**config.mk**
```make
export PLATFORM = sky130hd
export DESIGN_NAME = dal_datapath
export DESIGN_NICKNAME = d
export VERILOG_FILES = /design/src/design/dal_pkg.sv /design/src/design/dal_datapath.sv /design/src/design/dal_opfile.sv /design/src/design/dal_bankreg.sv
export SDC_FILE = /design/constraint.sdc
export NUM_CORES = 1
export LEC_CHECK = 0
export ABC_CLOCK_PERIOD_IN_PS = 9900
export BUFFER_PORTS_ARGS = -buffer_cell sky130_fd_sc_hd__buf_2
export CAP_MARGIN = 10
export CELL_PAD_IN_SITES_DETAIL_PLACEMENT = 1
export CELL_PAD_IN_SITES_GLOBAL_PLACEMENT = 1
export CORE_UTILIZATION = 30
export CTS_BUF_LIST = sky130_fd_sc_hd__clkbuf_16
export DETAILED_ROUTE_END_ITERATION = 12
export PLACE_DENSITY = 0.65
export REMOVE_ABC_BUFFERS = 1
export SYNTH_ARGS = -nofsm -noshare
export SYNTH_HDL_FRONTEND = slang
export SYNTH_SLANG_ARGS = --single-unit
```
**constraint.sdc**
```tcl
create_clock -name CLK -period 9.9 [get_ports CLK]
set_input_delay 1.485 -clock CLK [delete_from_list [all_inputs] [get_ports CLK]]
set_output_delay 1.485 -clock CLK [all_outputs]
set_load 0.03 [all_outputs]
```
**src/design/dal_pkg.sv**
```systemverilog
// How it works
// RL1: operands X and Y and the result are all 16 bits wide.
// RL2: carry_in comes from the carry flag held in arith_status_reg.
// RL3: six flags are captured into arith_status_reg at the end of the cycle.
// RL4: X operand is x_operand_reg0/1 or a word on the shared result bus.
// RL5: X operand registers are read and written over the data_memory_bus.
// RL6: X file feeds the X port while either register drives the bus.
// RL7: Y operand is y_operand_reg0/1 or the alu_feedback_reg.
// RL8: Y registers use data_memory_bus and take program_memory_bus writes.
// RL9: Y file feeds the Y port while either register drives the bus.
// RL10: result goes to alu_feedback_reg, alu_result_reg, or nowhere.
// RL11: alu_result_reg drives both buses and loads from data_memory_bus.
// RL12: registers are read at cycle start and written at cycle end.
// RL13: every register may be read and written in the same cycle.
// RL14: two banks of result, feedback, X and Y registers, one active.
// RL15: bit 0 of mode_status_reg picks the bank, one means alternate.
// RL16: add, add with carry, both subtracts and both borrow subtracts.
// RL17: negate X or Y, increment, decrement, pass, clear, absolute X.
// RL18: bitwise and, or, xor of X and Y, and invert X or Y.
// RL19: X also takes multiplier and shifter words; three result targets.
// RL20: overflow flags a sign change the operand signs do not predict.
// RL21: carry flags a carry out of the top result bit.
// RL22: zero flag is the nor of all result bits.
// RL23: negative flag is the result sign bit.
// RL24: x sign flag is X operand msb; quotient flag left unchanged.
`default_nettype none
package dal_pkg;
    localparam int DAL_W  = 16;
    localparam int DAL_AW = 3;
    localparam int SIGN   = DAL_W - 1;
    // register indices on the data memory port
    localparam logic [DAL_AW-1:0] IDX_AX0   = 3'h0;
    localparam logic [DAL_AW-1:0] IDX_AX1   = 3'h1;
    localparam logic [DAL_AW-1:0] IDX_AY0   = 3'h2;
    localparam logic [DAL_AW-1:0] IDX_AY1   = 3'h3;
    localparam logic [DAL_AW-1:0] IDX_AR    = 3'h4;
    localparam logic [DAL_AW-1:0] IDX_AF    = 3'h5;
    localparam logic [DAL_AW-1:0] IDX_ARITH_STATUS_REG = 3'h6;
    localparam logic [DAL_AW-1:0] IDX_MODE_STATUS_REG = 3'h7;
    // mode bit position and reset values
    localparam int               MODE_STATUS_REG_BANK = 0;
    localparam logic             BANK_RST   = 1'b0;
    localparam logic [DAL_W-1:0] WORD_ZERO  = 16'h0000;
    localparam logic [DAL_W-1:0] WORD_ONES  = 16'hffff;
    // alu operations
    typedef enum logic [4:0] {
        OP_ADD    = 5'b00000,
        OP_ADDC   = 5'b00001,
        OP_SUBXY  = 5'b00010,
        OP_SUBXYB = 5'b00011,
        OP_SUBYX  = 5'b00100,
        OP_SUBYXB = 5'b00101,
        OP_NEGX   = 5'b00110,
        OP_NEGY   = 5'b00111,
        OP_INCY   = 5'b01000,
        OP_DECY   = 5'b01001,
        OP_PASSX  = 5'b01010,
        OP_PASSY  = 5'b01011,
        OP_CLR    = 5'b01100,
        OP_ABSX   = 5'b01101,
        OP_AND    = 5'b01110,
        OP_OR     = 5'b01111,
        OP_XOR    = 5'b10000,
        OP_NOTX   = 5'b10001,
        OP_NOTY   = 5'b10010
    } dal_op_t;
    // x port sources
    typedef enum logic [2:0] {
        XS_AX0 = 3'b000, XS_AX1 = 3'b001, XS_AR  = 3'b010, XS_MR0 = 3'b011,
        XS_MR1 = 3'b100, XS_MR2 = 3'b101, XS_SR0 = 3'b110, XS_SR1 = 3'b111
    } dal_xsel_t;
    // y port sources
    typedef enum logic [1:0] {
        YS_AY0 = 2'b00, YS_AY1 = 2'b01, YS_AF = 2'b10
    } dal_ysel_t;
    // result destinations
    typedef enum logic [1:0] {
        DS_NONE = 2'b00, DS_AR = 2'b01, DS_AF = 2'b10
    } dal_dest_t;
    // one instruction for this unit
    typedef struct packed {
        logic      exec;
        dal_op_t   op;
        dal_xsel_t xsel;
        dal_ysel_t ysel;
        dal_dest_t dest;
    } dal_instr_t;
    // status word layout, zero flag in bit 0
    typedef struct packed {
        logic q;
        logic s;
        logic c;
        logic v;
        logic n;
        logic z;
    } dal_flags_t;
    localparam int FLAG_W = $bits(dal_flags_t);
    // result words of the other units on the shared result bus
    typedef struct packed {
        logic [DAL_W-1:0] mr0;
        logic [DAL_W-1:0] mr1;
        logic [DAL_W-1:0] mr2;
        logic [DAL_W-1:0] sr0;
        logic [DAL_W-1:0] sr1;
    } dal_units_t;
endpackage
`default_nettype wire

```
**src/design/dal_datapath.sv**
```systemverilog
// Strobed register access and the register addresses were decided locally.
`timescale 1ns/100ps
`default_nettype none
module dal_datapath
    import dal_pkg::*;
(
    // clock and reset
    input  wire logic              CLK,
    input  wire logic              RST_N,

    // data memory bus register port
    input  wire logic [DAL_AW-1:0] DM_ADDR,
    input  wire logic [DAL_W-1:0]  DM_WDATA,
    input  wire logic              DM_WR,
    input  wire logic              DM_RD,
    output logic      [DAL_W-1:0]  DM_RDATA,

    // program memory bus write into the y operand file
    input  wire logic              PM_WR,
    input  wire logic              PM_SEL,
    input  wire logic [DAL_W-1:0]  PM_WDATA,

    // instruction from the sequencer
    input  wire dal_instr_t        INSTR,

    // output registers of the other units
    input  wire dal_units_t        UNITS,

    // result bus, status and bank
    output logic      [DAL_W-1:0]  RBUS,
    output var dal_flags_t         FLAGS,
    output logic                   BANK
);

    // control registers
    // status and mode words; operand words sit in the register files

    // arithmetic status and mode status
    dal_flags_t       arith_status_reg_q;
    dal_flags_t       arith_status_reg_d;
    logic             mode_status_reg_q;
    logic             mode_status_reg_d;

    // registered read data for the data memory port
    logic [DAL_W-1:0] rdata_q;

    // data memory port decode
    // decodes are plain logic so a strobe acts in its own cycle

    // one write strobe per operand file or register; AF has none
    wire dm_wr_ax  = DM_WR & ((DM_ADDR == IDX_AX0) | (DM_ADDR == IDX_AX1));
    wire dm_wr_ay  = DM_WR & ((DM_ADDR == IDX_AY0) | (DM_ADDR == IDX_AY1));
    wire dm_wr_ar  = DM_WR & (DM_ADDR == IDX_AR);
    wire dm_wr_st  = DM_WR & (DM_ADDR == IDX_ARITH_STATUS_REG);
    wire dm_wr_md  = DM_WR & (DM_ADDR == IDX_MODE_STATUS_REG);

    // word select inside each operand file
    wire dm_sel_x  = (DM_ADDR == IDX_AX1);
    wire dm_sel_y  = (DM_ADDR == IDX_AY1);

    // bank selection
    // the next bank is passed on so registered views never lag a switch

    // mode bit takes effect from the next cycle on
    assign mode_status_reg_d = dm_wr_md ? DM_WDATA[MODE_STATUS_REG_BANK] : mode_status_reg_q; // [RL15]

    wire bank    = mode_status_reg_q;                                    // [RL14]
    wire bank_nx = mode_status_reg_d;

    // instruction decode
    // exec gates every result write so an idle cycle leaves state alone

    wire exec      = INSTR.exec;
    wire dest_ar   = exec & (INSTR.dest == DS_AR);              // [RL10]
    wire dest_af   = exec & (INSTR.dest == DS_AF);              // [RL10]
    wire x_sel_ax1 = (INSTR.xsel == XS_AX1);
    wire y_sel_ay1 = (INSTR.ysel == YS_AY1);

    // x operand file
    // loaded from the data bus only; program bus writes go to the y file

    logic [DAL_W-1:0] ax_op;
    logic [DAL_W-1:0] ax_bus;

    // dual-ported: operand read and bus read are independent
    dal_opfile #(
        .W        (DAL_W)
    ) u_xfile (
        .clk      (CLK),
        .rst_n    (RST_N),
        .bank     (bank),
        .wr_en    (dm_wr_ax),                                   // [RL5]
        .wr_sel   (dm_sel_x),
        .wr_data  (DM_WDATA),
        .op_sel   (x_sel_ax1),
        .op_data  (ax_op),
        .bus_sel  (dm_sel_x),                                   // [RL6]
        .bus_data (ax_bus)
    );

    // y operand file
    // both buses may load it; a clash keeps the data bus word

    // data memory write wins over a program memory write in the same cycle
    wire              y_wr_en   = dm_wr_ay | PM_WR;             // [RL8]
    wire              y_wr_sel  = dm_wr_ay ? dm_sel_y : PM_SEL;
    wire [DAL_W-1:0]  y_wr_data = dm_wr_ay ? DM_WDATA : PM_WDATA;

    logic [DAL_W-1:0] ay_op;
    logic [DAL_W-1:0] ay_bus;

    dal_opfile #(
        .W        (DAL_W)
    ) u_yfile (
        .clk      (CLK),
        .rst_n    (RST_N),
        .bank     (bank),
        .wr_en    (y_wr_en),
        .wr_sel   (y_wr_sel),
        .wr_data  (y_wr_data),
        .op_sel   (y_sel_ay1),
        .op_data  (ay_op),
        .bus_sel  (dm_sel_y),                                   // [RL9]
        .bus_data (ay_bus)
    );

    // result and feedback registers
    // banked single words whose views are registered for the outputs

    logic [DAL_W-1:0] res;
    logic [DAL_W-1:0] ar_val;
    logic [DAL_W-1:0] af_val;

    // alu result wins over a data memory load in the same cycle
    wire             ar_wr_en   = dest_ar | dm_wr_ar;           // [RL11]
    wire [DAL_W-1:0] ar_wr_data = dest_ar ? res : DM_WDATA;

    dal_bankreg #(
        .W       (DAL_W)
    ) u_ar (
        .clk     (CLK),
        .rst_n   (RST_N),
        .bank    (bank),
        .bank_nx (bank_nx),
        .wr_en   (ar_wr_en),
        .wr_data (ar_wr_data),
        .rd_q    (ar_val)
    );

    dal_bankreg #(
        .W       (DAL_W)
    ) u_af (
        .clk     (CLK),
        .rst_n   (RST_N),
        .bank    (bank),
        .bank_nx (bank_nx),
        .wr_en   (dest_af),
        .wr_data (res),
        .rd_q    (af_val)
    );

    // operand selection
    // plain muxes; other unit words come straight off the result bus

    // x port: own file or any word of the shared result bus
    wire [DAL_W-1:0] x_opnd =
        ((INSTR.xsel == XS_AX0) | x_sel_ax1) ? ax_op :          // [RL4]
        (INSTR.xsel == XS_AR)  ? ar_val :
        (INSTR.xsel == XS_MR0) ? UNITS.mr0 :                    // [RL19]
        (INSTR.xsel == XS_MR1) ? UNITS.mr1 :
        (INSTR.xsel == XS_MR2) ? UNITS.mr2 :
        (INSTR.xsel == XS_SR0) ? UNITS.sr0 : UNITS.sr1;

    // y port: own file or the feedback register
    wire [DAL_W-1:0] y_opnd = (INSTR.ysel == YS_AF) ? af_val : ay_op; // [RL7]

    // carry_in is the stored carry flag
    wire cin = arith_status_reg_q.c;                                       // [RL2]

    // alu function
    // one adder serves all arithmetic so the flags have one source

    logic [DAL_W-1:0] add_a;
    logic [DAL_W-1:0] add_b;
    logic             add_c;
    logic             arith;
    logic [DAL_W-1:0] log_r;

    // every arithmetic op maps to a + b + c
    always_comb begin
        add_a = x_opnd;
        add_b = y_opnd;
        add_c = 1'b0;
        arith = 1'b1;
        log_r = WORD_ZERO;
        case (INSTR.op)
            OP_ADD: begin                                       // [RL16]
                add_c = 1'b0;
            end
            OP_ADDC: begin
                add_c = cin;
            end
            OP_SUBXY: begin
                add_b = ~y_opnd;
                add_c = 1'b1;
            end
            OP_SUBXYB: begin
                add_b = ~y_opnd;
                add_c = cin;
            end
            OP_SUBYX: begin
                add_a = y_opnd;
                add_b = ~x_opnd;
                add_c = 1'b1;
            end
            OP_SUBYXB: begin
                add_a = y_opnd;
                add_b = ~x_opnd;
                add_c = cin;
            end
            OP_NEGX: begin                                      // [RL17]
                add_a = WORD_ZERO;
                add_b = ~x_opnd;
                add_c = 1'b1;
            end
            OP_NEGY: begin
                add_a = WORD_ZERO;
                add_b = ~y_opnd;
                add_c = 1'b1;
            end
            OP_INCY: begin
                add_a = y_opnd;
                add_b = WORD_ZERO;
                add_c = 1'b1;
            end
            OP_DECY: begin
                add_a = y_opnd;
                add_b = WORD_ONES;
            end
            OP_PASSX: begin
                add_b = WORD_ZERO;
            end
            OP_PASSY: begin
                add_a = y_opnd;
                add_b = WORD_ZERO;
            end
            OP_ABSX: begin
                add_a = WORD_ZERO;
                add_b = x_opnd[SIGN] ? ~x_opnd : x_opnd;
                add_c = x_opnd[SIGN];
            end
            OP_AND: begin                                       // [RL18]
                arith = 1'b0;
                log_r = x_opnd & y_opnd;
            end
            OP_OR: begin
                arith = 1'b0;
                log_r = x_opnd | y_opnd;
            end
            OP_XOR: begin
                arith = 1'b0;
                log_r = x_opnd ^ y_opnd;
            end
            OP_NOTX: begin
                arith = 1'b0;
                log_r = ~x_opnd;
            end
            OP_NOTY: begin
                arith = 1'b0;
                log_r = ~y_opnd;
            end
            default: begin
                // clear and unused codes give zero
                add_a = WORD_ZERO;
                add_b = WORD_ZERO;
            end
        endcase
    end

    // 16-bit adder with carry out
    wire [DAL_W:0] sum = {1'b0, add_a} + {1'b0, add_b} + {{DAL_W{1'b0}}, add_c}; // [RL1]

    assign res = arith ? sum[DAL_W-1:0] : log_r;

    // status flags
    // overflow looks at the adder inputs, so subtracts see the inverted word

    dal_flags_t arith_status_reg_bus;
    dal_flags_t alu_flags;

    assign arith_status_reg_bus = dal_flags_t'(DM_WDATA[FLAG_W-1:0]);

    assign alu_flags.z = ~|res;                                 // [RL22]
    assign alu_flags.n = res[SIGN];                             // [RL23]
    assign alu_flags.c = arith & sum[DAL_W];                    // [RL21]
    // signs of the adder inputs agree but the result sign differs
    assign alu_flags.v = arith & (add_a[SIGN] == add_b[SIGN])
                       & (res[SIGN] != add_a[SIGN]);            // [RL20]
    assign alu_flags.s = x_opnd[SIGN];                          // [RL24]
    assign alu_flags.q = dm_wr_st ? arith_status_reg_bus.q : arith_status_reg_q.q;    // [RL24]

    // an executing op overrides a same-cycle status write except for its q bit
    assign arith_status_reg_d = exec     ? alu_flags :                     // [RL3]
                     dm_wr_st ? arith_status_reg_bus : arith_status_reg_q;

    // read data for the data memory port
    // a read returns the word stored before its own cycle

    // reads see values stored in earlier cycles
    wire [DAL_W-1:0] rd_val =
        ((DM_ADDR == IDX_AX0) | dm_sel_x) ? ax_bus :            // [RL12]
        ((DM_ADDR == IDX_AY0) | dm_sel_y) ? ay_bus :
        (DM_ADDR == IDX_AR)    ? ar_val :
        (DM_ADDR == IDX_AF)    ? af_val :
        (DM_ADDR == IDX_ARITH_STATUS_REG) ? {{(DAL_W-FLAG_W){1'b0}}, arith_status_reg_q} :
                                 {{(DAL_W-1){1'b0}}, mode_status_reg_q};

    // state update
    // status, mode and read data; the files update in their own modules

    // all registers update at the end of the cycle, reads use old values
    always_ff @(posedge CLK or negedge RST_N) begin
        if (!RST_N) begin
            arith_status_reg_q <= '0;
            mode_status_reg_q <= BANK_RST;
            rdata_q <= WORD_ZERO;
        end else begin
            arith_status_reg_q <= arith_status_reg_d;                                 // [RL13]
            mode_status_reg_q <= mode_status_reg_d;
            if (DM_RD) begin
                rdata_q <= rd_val;
            end
        end
    end

    // outputs
    // every output comes straight from a flip-flop

    assign DM_RDATA = rdata_q;
    assign RBUS     = ar_val;                                   // [RL11]
    assign FLAGS    = arith_status_reg_q;
    assign BANK     = mode_status_reg_q;

endmodule
`default_nettype wire

```
**src/design/dal_opfile.sv**
```systemverilog
`timescale 1ns/100ps
`default_nettype none
module dal_opfile
    import dal_pkg::*;
#(
    parameter int W = DAL_W
) (
    // clock and reset
    input  wire logic         clk,
    input  wire logic         rst_n,
    // active bank
    input  wire logic         bank,
    // write port
    input  wire logic         wr_en,
    input  wire logic         wr_sel,
    input  wire logic [W-1:0] wr_data,
    // operand read port
    input  wire logic         op_sel,
    output logic      [W-1:0] op_data,
    // bus read port
    input  wire logic         bus_sel,
    output logic      [W-1:0] bus_data
);
    // refuse widths the flag logic cannot serve
    if (W < 2) begin : g_chk
        $error("operand width too small");
    end

    // two banks of two words
    logic [W-1:0] regs_q [2][2];

    // two independent read ports see the stored value
    assign op_data  = regs_q[bank][op_sel];
    assign bus_data = regs_q[bank][bus_sel];

    // write lands in the active bank at cycle end
    always_ff @(posedge clk or negedge rst_n) begin
        if (!rst_n) begin
            regs_q <= '{default: '0};
        end else if (wr_en) begin
            regs_q[bank][wr_sel] <= wr_data;
        end
    end
endmodule
`default_nettype wire

```
**src/design/dal_bankreg.sv**
```systemverilog
`timescale 1ns/100ps
`default_nettype none
module dal_bankreg
    import dal_pkg::*;
#(
    parameter int W = DAL_W
) (
    // clock and reset
    input  wire logic         clk,
    input  wire logic         rst_n,
    // active bank now and next cycle
    input  wire logic         bank,
    input  wire logic         bank_nx,
    // write port
    input  wire logic         wr_en,
    input  wire logic [W-1:0] wr_data,
    // registered view of the active bank
    output logic      [W-1:0] rd_q
);
    // refuse widths the flag logic cannot serve
    if (W < 2) begin : g_chk
        $error("register width too small");
    end

    logic [W-1:0] regs_q [2];
    logic [W-1:0] regs_d [2];

    // next contents
    always_comb begin
        regs_d = regs_q;
        if (wr_en) begin
            regs_d[bank] = wr_data;
        end
    end

    // rd_q always equals the word of the bank active in the coming cycle
    always_ff @(posedge clk or negedge rst_n) begin
        if (!rst_n) begin
            regs_q <= '{default: '0};
            rd_q   <= '0;
        end else begin
            regs_q <= regs_d;
            rd_q   <= regs_d[bank_nx];
        end
    end
endmodule
`default_nettype wire

```
==> results of run 1 <==
[kinds of logic (layout without fill, tap and decap cells)]
family                   after synthesis  count (layout)  share of synthesized area, %
buffers and inverters                160             303                         4.936
flip-flops                           247             247                         40.10
AO/OA/AOI/OAI                        403             403                         16.41
adder cells (fa/ha/maj)               49              49                         4.075
multiplexers                         282             282                         21.38
other                                  0               2                             0
AND/OR/NAND/NOR                      433             433                         12.59
XOR/XNOR                               9               9                        0.5115
[placed cells by master, fill, tap and decap left out, drive strengths merged, types with 27 or more instances in the layout]
cell type / netlist / routed
nand3: 27 / 27
inv: 48 / 53
mux2: 154 / 154
dfrtp: 247 / 247
clkbuf: 75 / 28
o22ai: 33 / 33
ha: 47 / 47
mux2i: 106 / 106
buf: 36 / 203
o21ai: 132 / 132
a21oi: 104 / 104
nand2: 192 / 192
nor2: 118 / 118
[power by group through the flow]
stage | combinational (µW) | sequential (µW) | clock [µW]
floorplan | 981 | 1630 | 0
global placement | 1580 | 1620 | 0
detailed placement | 1630 | 1640 | 0
CTS | 1640 | 1630 | 996
global route | 1790 | 1670 | 1030
finish | 1660 | 1640 | 971
[through the flow]
stage          worst slack (ns)  power, µW
2_1_floorplan             3.025       2609
3_3_place_gp              2.679       3204
3_5_place_dp              2.447       3278
4_1_cts                   3.038       4266
5_1_grt                   2.902       4494
6_report                  3.241       4267
[path summary, 6_finish.rpt]
kind | depth (start not counted) | end | start | slack [ns]
worst min-delay path | 2 | u_ar.regs_q[7] | u_ar.regs_q[7] | 0.47
worst max register to register | 19 | u_af.rd_q[15] | BANK | 3.45
min in group asynchronous | 1 | u_ar.regs_q[21] | RST_N | 0.94
max in group asynchronous | 2 | u_yfile.regs_q[0] | RST_N | 7.37
worst max-delay path | 19 | FLAGS[0] | INSTR[4] | 3.24
worst min register to register | 2 | u_ar.regs_q[7] | u_ar.regs_q[7] | 0.47
[layout make-up]
type | instances | area share, %
Tap cell | 672 | 4.761
Antenna cell | 2 | 0.02834
Clock inverter | 23 | 0.7935
Sequential cell | 247 | 35.02
Clock buffer | 28 | 3.968
Multi-Input combinational cell | 1176 | 48.14
Timing Repair Buffer | 203 | 6.249
Inverter | 49 | 1.042
[synth_stat cells, types with 4 or more instances]
cell type	number	area share, %
a21oi_1	104	3.4
ha_1	47	3.8
mux2_2	152	11
nand3b_1	6	0.29
or2_2	7	0.28
a221oi_1	8	0.45
o221ai_1	14	0.80
buf_6	9	0.66
buf_4	4	0.19
o21a_1	5	0.24
xnor2_1	9	0.51
or3_1	6	0.24
buf_1	5	0.12
a221o_1	5	0.32
a31oi_1	8	0.32
nor3_1	16	0.52
mux4_2	22	3.2
and3_1	8	0.32
nor2b_1	12	0.49
nand2b_1	12	0.49
o22ai_1	33	1.3
a22oi_1	12	0.58
dfrtp_1	247	40
buf_2	14	0.45
nor4_1	4	0.16
mux2i_1	106	6.9
a211oi_1	7	0.34
clkbuf_1	75	1.8
nand4_1	7	0.28
o21ai_0	129	4.2
nand3_1	27	0.88
o211ai_1	24	1.2
inv_1	46	1.1
nor2_1	118	2.9
o21bai_1	4	0.19
a21o_1	4	0.19
nand2_1	192	4.7
[per-layer routing]
metal	vias to the layer above	share of wire [%]	GRT usage, %
li1	5981	-	-
met5	-	0	0
met4	0	1.5	3.901
met2	399	44	34.38
met1	6899	49	33.65
met3	67	6.2	3.817
[registers in the layout, indices dropped and copies added (netlist names)]
name and cells:
DM_RDATA 16, u_yfile.regs_q 64, u_ar.rd_q 16, u_ar.regs_q 32, FLAGS 5, u_xfile.regs_q 64
BANK 1, u_af.rd_q 16, u_af.regs_q 32, cin 1
[critical path: cells and delay by family]
family,cells,cell delay [ns]
buffers and inverters,1,0.62
AND/OR/NAND/NOR,4,0.48
multiplexers,1,0.41
AO/OA/AOI/OAI,10,3.00
adder cells (fa/ha/maj),2,1.03
XOR/XNOR,1,0.09
==> metrics.txt, run 1 <==
first-pass GRT wire length 89940 µm; Pwr Density about 240 mW/mm²; Cell variety after synth 83; crit-path max cell delay 0.67 ns; Leak 0.008076 µW; Clock power frac 22.8%; synthesized area about 0.015 mm²; number of flops mapped to enable cells by yosys 0; Via density between 5 and 6; Final min period 6.659 ns; Comb pwr share 38.9%; register bit total from synthesis 247; drc violations 0; register area share after synthesis about two fifths; CP arrival 7.13 ns; RSZ-0062 raised after global routing no; fin util a little over a third; Sw Pwr 1716 µW; initial antenna violation count 0; Post-CTS Setup Repair Bufs 0; CTS tree done; max cap viols 0; DRT Wirelength between 50000 and 60000 µm; Finished Layout Cells 2400; critical path data required time 10.37 ns; Final Hold Vio Count 0; Final ANT Viol Nets 0; Root Buffer clkbuf_16; aggregate global routing overflow 0; vias post-DR between 10k and 15k; IO Port Bufs 172; f_max about 150 MHz; clk buf depth 3; critical path's slowest cell a221oi_1; fin area 0.01766 mm²; ratio of cells with drive above 1 in the final layout 25.84%; largest fanout on the critical path 25; Total GRT Usage a little under a quarter; Internal roughly 2600 µW; hold buffers post-CTS 0; clock sink count ~250; vias in the first global route 13.53k; Max H-tree Level 1; CTS Buf Count 28; global placement routability congestion 0.9320; P&R area growth vs syn 14.58%; DR WL/cell 24.97 µm; final max-slew violation count 0; Critical Path, Cell by Cell buf_2 -> mux2_2 -> a22oi_1 -> nor2_1 -> a221o_1 -> a41o_1 -> a221oi_1 -> nor2_1 -> fa_1 -> fa_1 -> a21oi_1 -> o22ai_1 -> o2bb2ai_1 -> xnor2_1 -> a221oi_1 -> o311a_1 -> nor4b_2 -> nand4_1 -> o31ai_2; Mapped Cells 1583; Filler Cells Inserted 5813; Layout Nets 1888; final period utilization 67.26%; core box area 0.05038 mm²; area of the multi-input gates 0.008501 mm²; relative slew slack 28.17%; Vert. Die Dim 228.7 µm; die area between 0.05 and 0.06 mm²; Avg Cell Area, Syn 9.736 µm²; Main synth FF type dfrtp_1; HPWL after DPL 45270 µm; Hold WS between 0.4 and 0.5 ns; status complete, no violations; switching part of the total 40.22%; Hold WC Path Type reg2reg; Rows 82; Reg area 0.006185 mm²; VDD IR-drop max approximately 0.00013 V; post_cts resized 0; Final setup viols 0; Worst setup EP type flop; Initial Util 30.59%; placed cell count roughly 2.3k; Area after DPL 0.01681 mm²; starting DRC count in detailed routing 1043; largest net degree at the start of global routing 95; IO Pins 173; Fin Clk Skew 0.02221 ns; drt first pass iters 5; setup_tns 0 ns; Die Wd approximately 230 µm; Crit Path Class in2reg; sequential cell fraction of total power 38.4%; CP startpoint kind input pin; pin slew with the least headroom to its limit 1.075 ns; YS warnings 0; clk_lat worst skew between 0.5 and 0.6 ns; Async SR Flop Fraction 100.0%; clk slew on worst S/H paths 0.07 ns
Note: power is estimated with default switching activity, not from simulation.
==> run 2: changes to the inputs <==
--- a/config.mk
+++ b/config.mk
@@ -5,7 +5,8 @@
 export SDC_FILE = /design/constraint.sdc
 export NUM_CORES = 1
 export LEC_CHECK = 0
-export ABC_CLOCK_PERIOD_IN_PS = 9900
+export ABC_AREA = 1
+export ABC_CLOCK_PERIOD_IN_PS = 5600
 export BUFFER_PORTS_ARGS = -buffer_cell sky130_fd_sc_hd__buf_2
 export CAP_MARGIN = 10
 export CELL_PAD_IN_SITES_DETAIL_PLACEMENT = 1
@@ -13,7 +14,7 @@
 export CORE_UTILIZATION = 30
 export CTS_BUF_LIST = sky130_fd_sc_hd__clkbuf_16
 export DETAILED_ROUTE_END_ITERATION = 12
-export PLACE_DENSITY = 0.65
+export PLACE_DENSITY = 0.71
 export REMOVE_ABC_BUFFERS = 1
 export SYNTH_ARGS = -nofsm -noshare
 export SYNTH_HDL_FRONTEND = slang
==> constraint.sdc (replaced) <==
create_clock -name CLK -period 5.6 [get_ports CLK]
set_input_delay 0.84 -clock CLK [delete_from_list [all_inputs] [get_ports CLK]]
set_output_delay 0.84 -clock CLK [all_outputs]
set_load 0.03 [all_outputs]
==> run 2 against run 1 <==
Flip-flop and latch count did not move. Cell area rose by 2.3%. Power rose by 69%. Sequential share of layout area fell by 0.79 points. Sequential power rose by 72%. Global-route usage rose by 1.6 points. First-iteration DRC count rose by 12%. Synthesized cell count rose by 36%. Clock skew rose by 0.010 ns. Combinational power rose by 63%.
==> metrics.txt, run 2 <==
status complete, no violations; pre-CTS WS 0.2018 ns; Die Wd 231.3 µm; clock sink count approximately 250; Layout Nets 2472; drc violations 0; largest registers u_xfile.regs_q x64, u_yfile.regs_q x64; die area ~0.053 mm²; f_max 207.2 MHz; worst-case reg-to-reg path depth 26; Root Buffer clkbuf_16; VDD IR-drop max 0.0002147 V; register bit total from synthesis 247; P&R area growth vs syn 14.56%; Final setup viols 0; CP startpoint kind input pin; Async SR Flop Fraction 100.0%; Max H-tree Level 1; Final ANT Viol Nets 0; IO Port Bufs between 150 and 200; Fin Clk Skew 0.03248 ns; relative slew slack 20.44%; setup slack, reg-to-reg 0.80 ns; YS warnings 0; area of the multi-input gates 0.008048 mm²; Final Hold Vio Count 0; largest fanout on the critical path 26; Hold WC Path Type in2async; CP arrival 5.23 ns; commonest non-fill, non-tap cell in the layout nand2_1; largest net degree at the start of global routing 103; clk buf depth 3; clk slew on worst S/H paths approximately 0.060 ns; pin slew with the least headroom to its limit 1.187 ns; final period utilization a little under nine tenths; Pwr Density 398.0 mW/mm²; HPWL after DPL 49550 µm; first-pass GRT wire length roughly 100000 µm; drt first pass iters 5; Avg Cell Area, Syn about 7.3 µm²; commonest cells after routing, fill and taps aside nand2_1, inv_1, dfrtp_1, o21ai_0, buf_2; hold buffers post-CTS 0; CTS Buf Count 27; Worst setup EP type flop; post-synth top area share 39.19%; setup_tns 0 ns; synthesized area roughly 0.016 mm²; fin area about 0.018 mm²; DRT Wirelength roughly 64000 µm; core box area 0.05161 mm²; FF-to-FF End u_ar.rd_q[15]; post_cts resized 0; RSZ-0062 raised after global routing no; Final min period 4.825 ns; vias in the first global route ~16k; IO Pins 173; global placement routability congestion 0.9333; initial antenna violation count 3; number of flops mapped to enable cells by yosys 0; Main synth FF type dfrtp_1; Post-CTS Setup Repair Bufs 0; Vert. Die Dim 231.3 µm; aggregate global routing overflow 0; clk_lat worst skew 0.57 ns; starting DRC count in detailed routing 1166; DR WL/cell 21.57 µm; Area after DPL 0.01727 mm²; CTS tree done; Rows 83; max cap viols 0; top cells by count, synth nand2_1, inv_1, dfrtp_1, o21ai_0, nor2_1; Filler Cells Inserted 6423; synth top area cells dfrtp_1, nand2_1, o21ai_0, inv_1, nor2_1; Initial Util about 30%; final max-slew violation count 0; Reg area 0.006185 mm²; vias post-DR 15.59k; ratio of cells with drive above 1 in the final layout 15.57%; critical path data required time around 6 ns; Via density 5.215; area leader, netlist dfrtp_1; FF-to-FF Start BANK; Mapped Cells 2153; count leader, synth nand2_1; register area share after synthesis 39.19%; PnR worst setup slack 0.7745 ns; Hold WS 0.3326 ns; Total GRT Usage 24.22%; Crit Path Class in2reg; Leak between 0.009 and 0.01 µW; Cell variety after synth 59
run 2: cell types whose count changed after synthesis, moves of 16 or more:
cell | before | now
inv_1 | 46 | 258
nor2_1 | 118 | 163
o211ai_1 | 24 | 7
mux2_2 | 152 | 32
o21ai_0 | 129 | 246
mux2i_1 | 106 | 20
a21oi_1 | 104 | 82
nand3_1 | 27 | 87
nand2_1 | 192 | 606
nand2_2 | 0 | 17
mux4_2 | 22 | 0
clkbuf_1 | 75 | 53
nand4_1 | 7 | 23
run 2: report_power, final:
part | switching (µW) | leakage, µW | total [µW] | internal, µW
Clock | 749 | 0.000423 | 1660 | 915
Combinational | 1860 | 0.00574 | 2710 | 846
Sequential | 429 | 0.00294 | 2820 | 2390
run 2: worst max path at each step:
stage | start | endpoint | depth (start not counted)
after CTS | BANK | u_ar.rd_q[15] | 26
after global placement | INSTR[4] | FLAGS[0] | 34
after global routing | INSTR[4] | FLAGS[0] | 32
after floorplan | BANK | u_ar.rd_q[8] | 23
final | INSTR[4] | u_ar.rd_q[8] | 28
after detailed placement | INSTR[4] | u_ar.rd_q[8] | 28
run 2: per-stage QoR:
stage | power [µW] | utilization (%) | cells
3_5_place_dp | 5533 | 33.45 | 2940
6_report | 7190 | 35.00 | 2989
2_1_floorplan | 4330 | - | 2054
4_1_cts | 7213 | 34.99 | 2986
5_1_grt | 7634 | 34.99 | 2987
3_3_place_gp | 5409 | 33.45 | 2940
run 2: worst max-delay path, cell delays in order:
cell and delay, ns:
buf_2 0.35, inv_2 0.29, nand3_2 0.13, nand2_1 0.06, nand3_1 0.08, nand2_1 0.06
nand2_1 0.06, nand2_1 0.06, nand2_1 0.08, and2_1 0.30, nor2_1 0.12, nor2_2 0.12
inv_2 0.15, nand2_1 0.11, o2111ai_2 0.12, fa_1 0.46, fa_1 0.49, nand3_1 0.11
nand2_1 0.13, nand2_1 0.10, nand2_1 0.08, xor2_1 0.15, nand2_1 0.06, nand3_1 0.13
o21ai_0 0.29, nand2_1 0.08, o21ai_0 0.11, o21ai_0 0.11
run 2: cell families after synthesis:
family	after synthesis	synth area share [%]
AND/OR/NAND/NOR	962	26.01
AO/OA/AOI/OAI	463	16.87
buffers and inverters	372	9.949
flip-flops	247	39.19
multiplexers	52	3.554
adder cells (fa/ha/maj)	49	3.983
XOR/XNOR	8	0.4443
run 2: routing by layer:
| layer | vias to the layer above | part of all wire, % | track usage (%) |
|---|---|---|---|
| met5 | - | 0.012 | 0 |
| met3 | 130 | 5.2 | 3.310 |
| li1 | 7281 | - | - |
| met1 | 7757 | 42 | 30.76 |
| met4 | 2 | 4.1 | 9.044 |
| met2 | 418 | 48 | 41.55 |
run 2: area by class of cell:
cell class / instances / share of cell area (%)
multi-input combinational: 1534 / 44.55
sequential: 247 / 34.23
timing repair buffer: 206 / 6.372
inverter: 273 / 5.714
tap: 680 / 4.709
clock buffer: 27 / 3.740
clock inverter: 19 / 0.6441
antenna: 3 / 0.04155
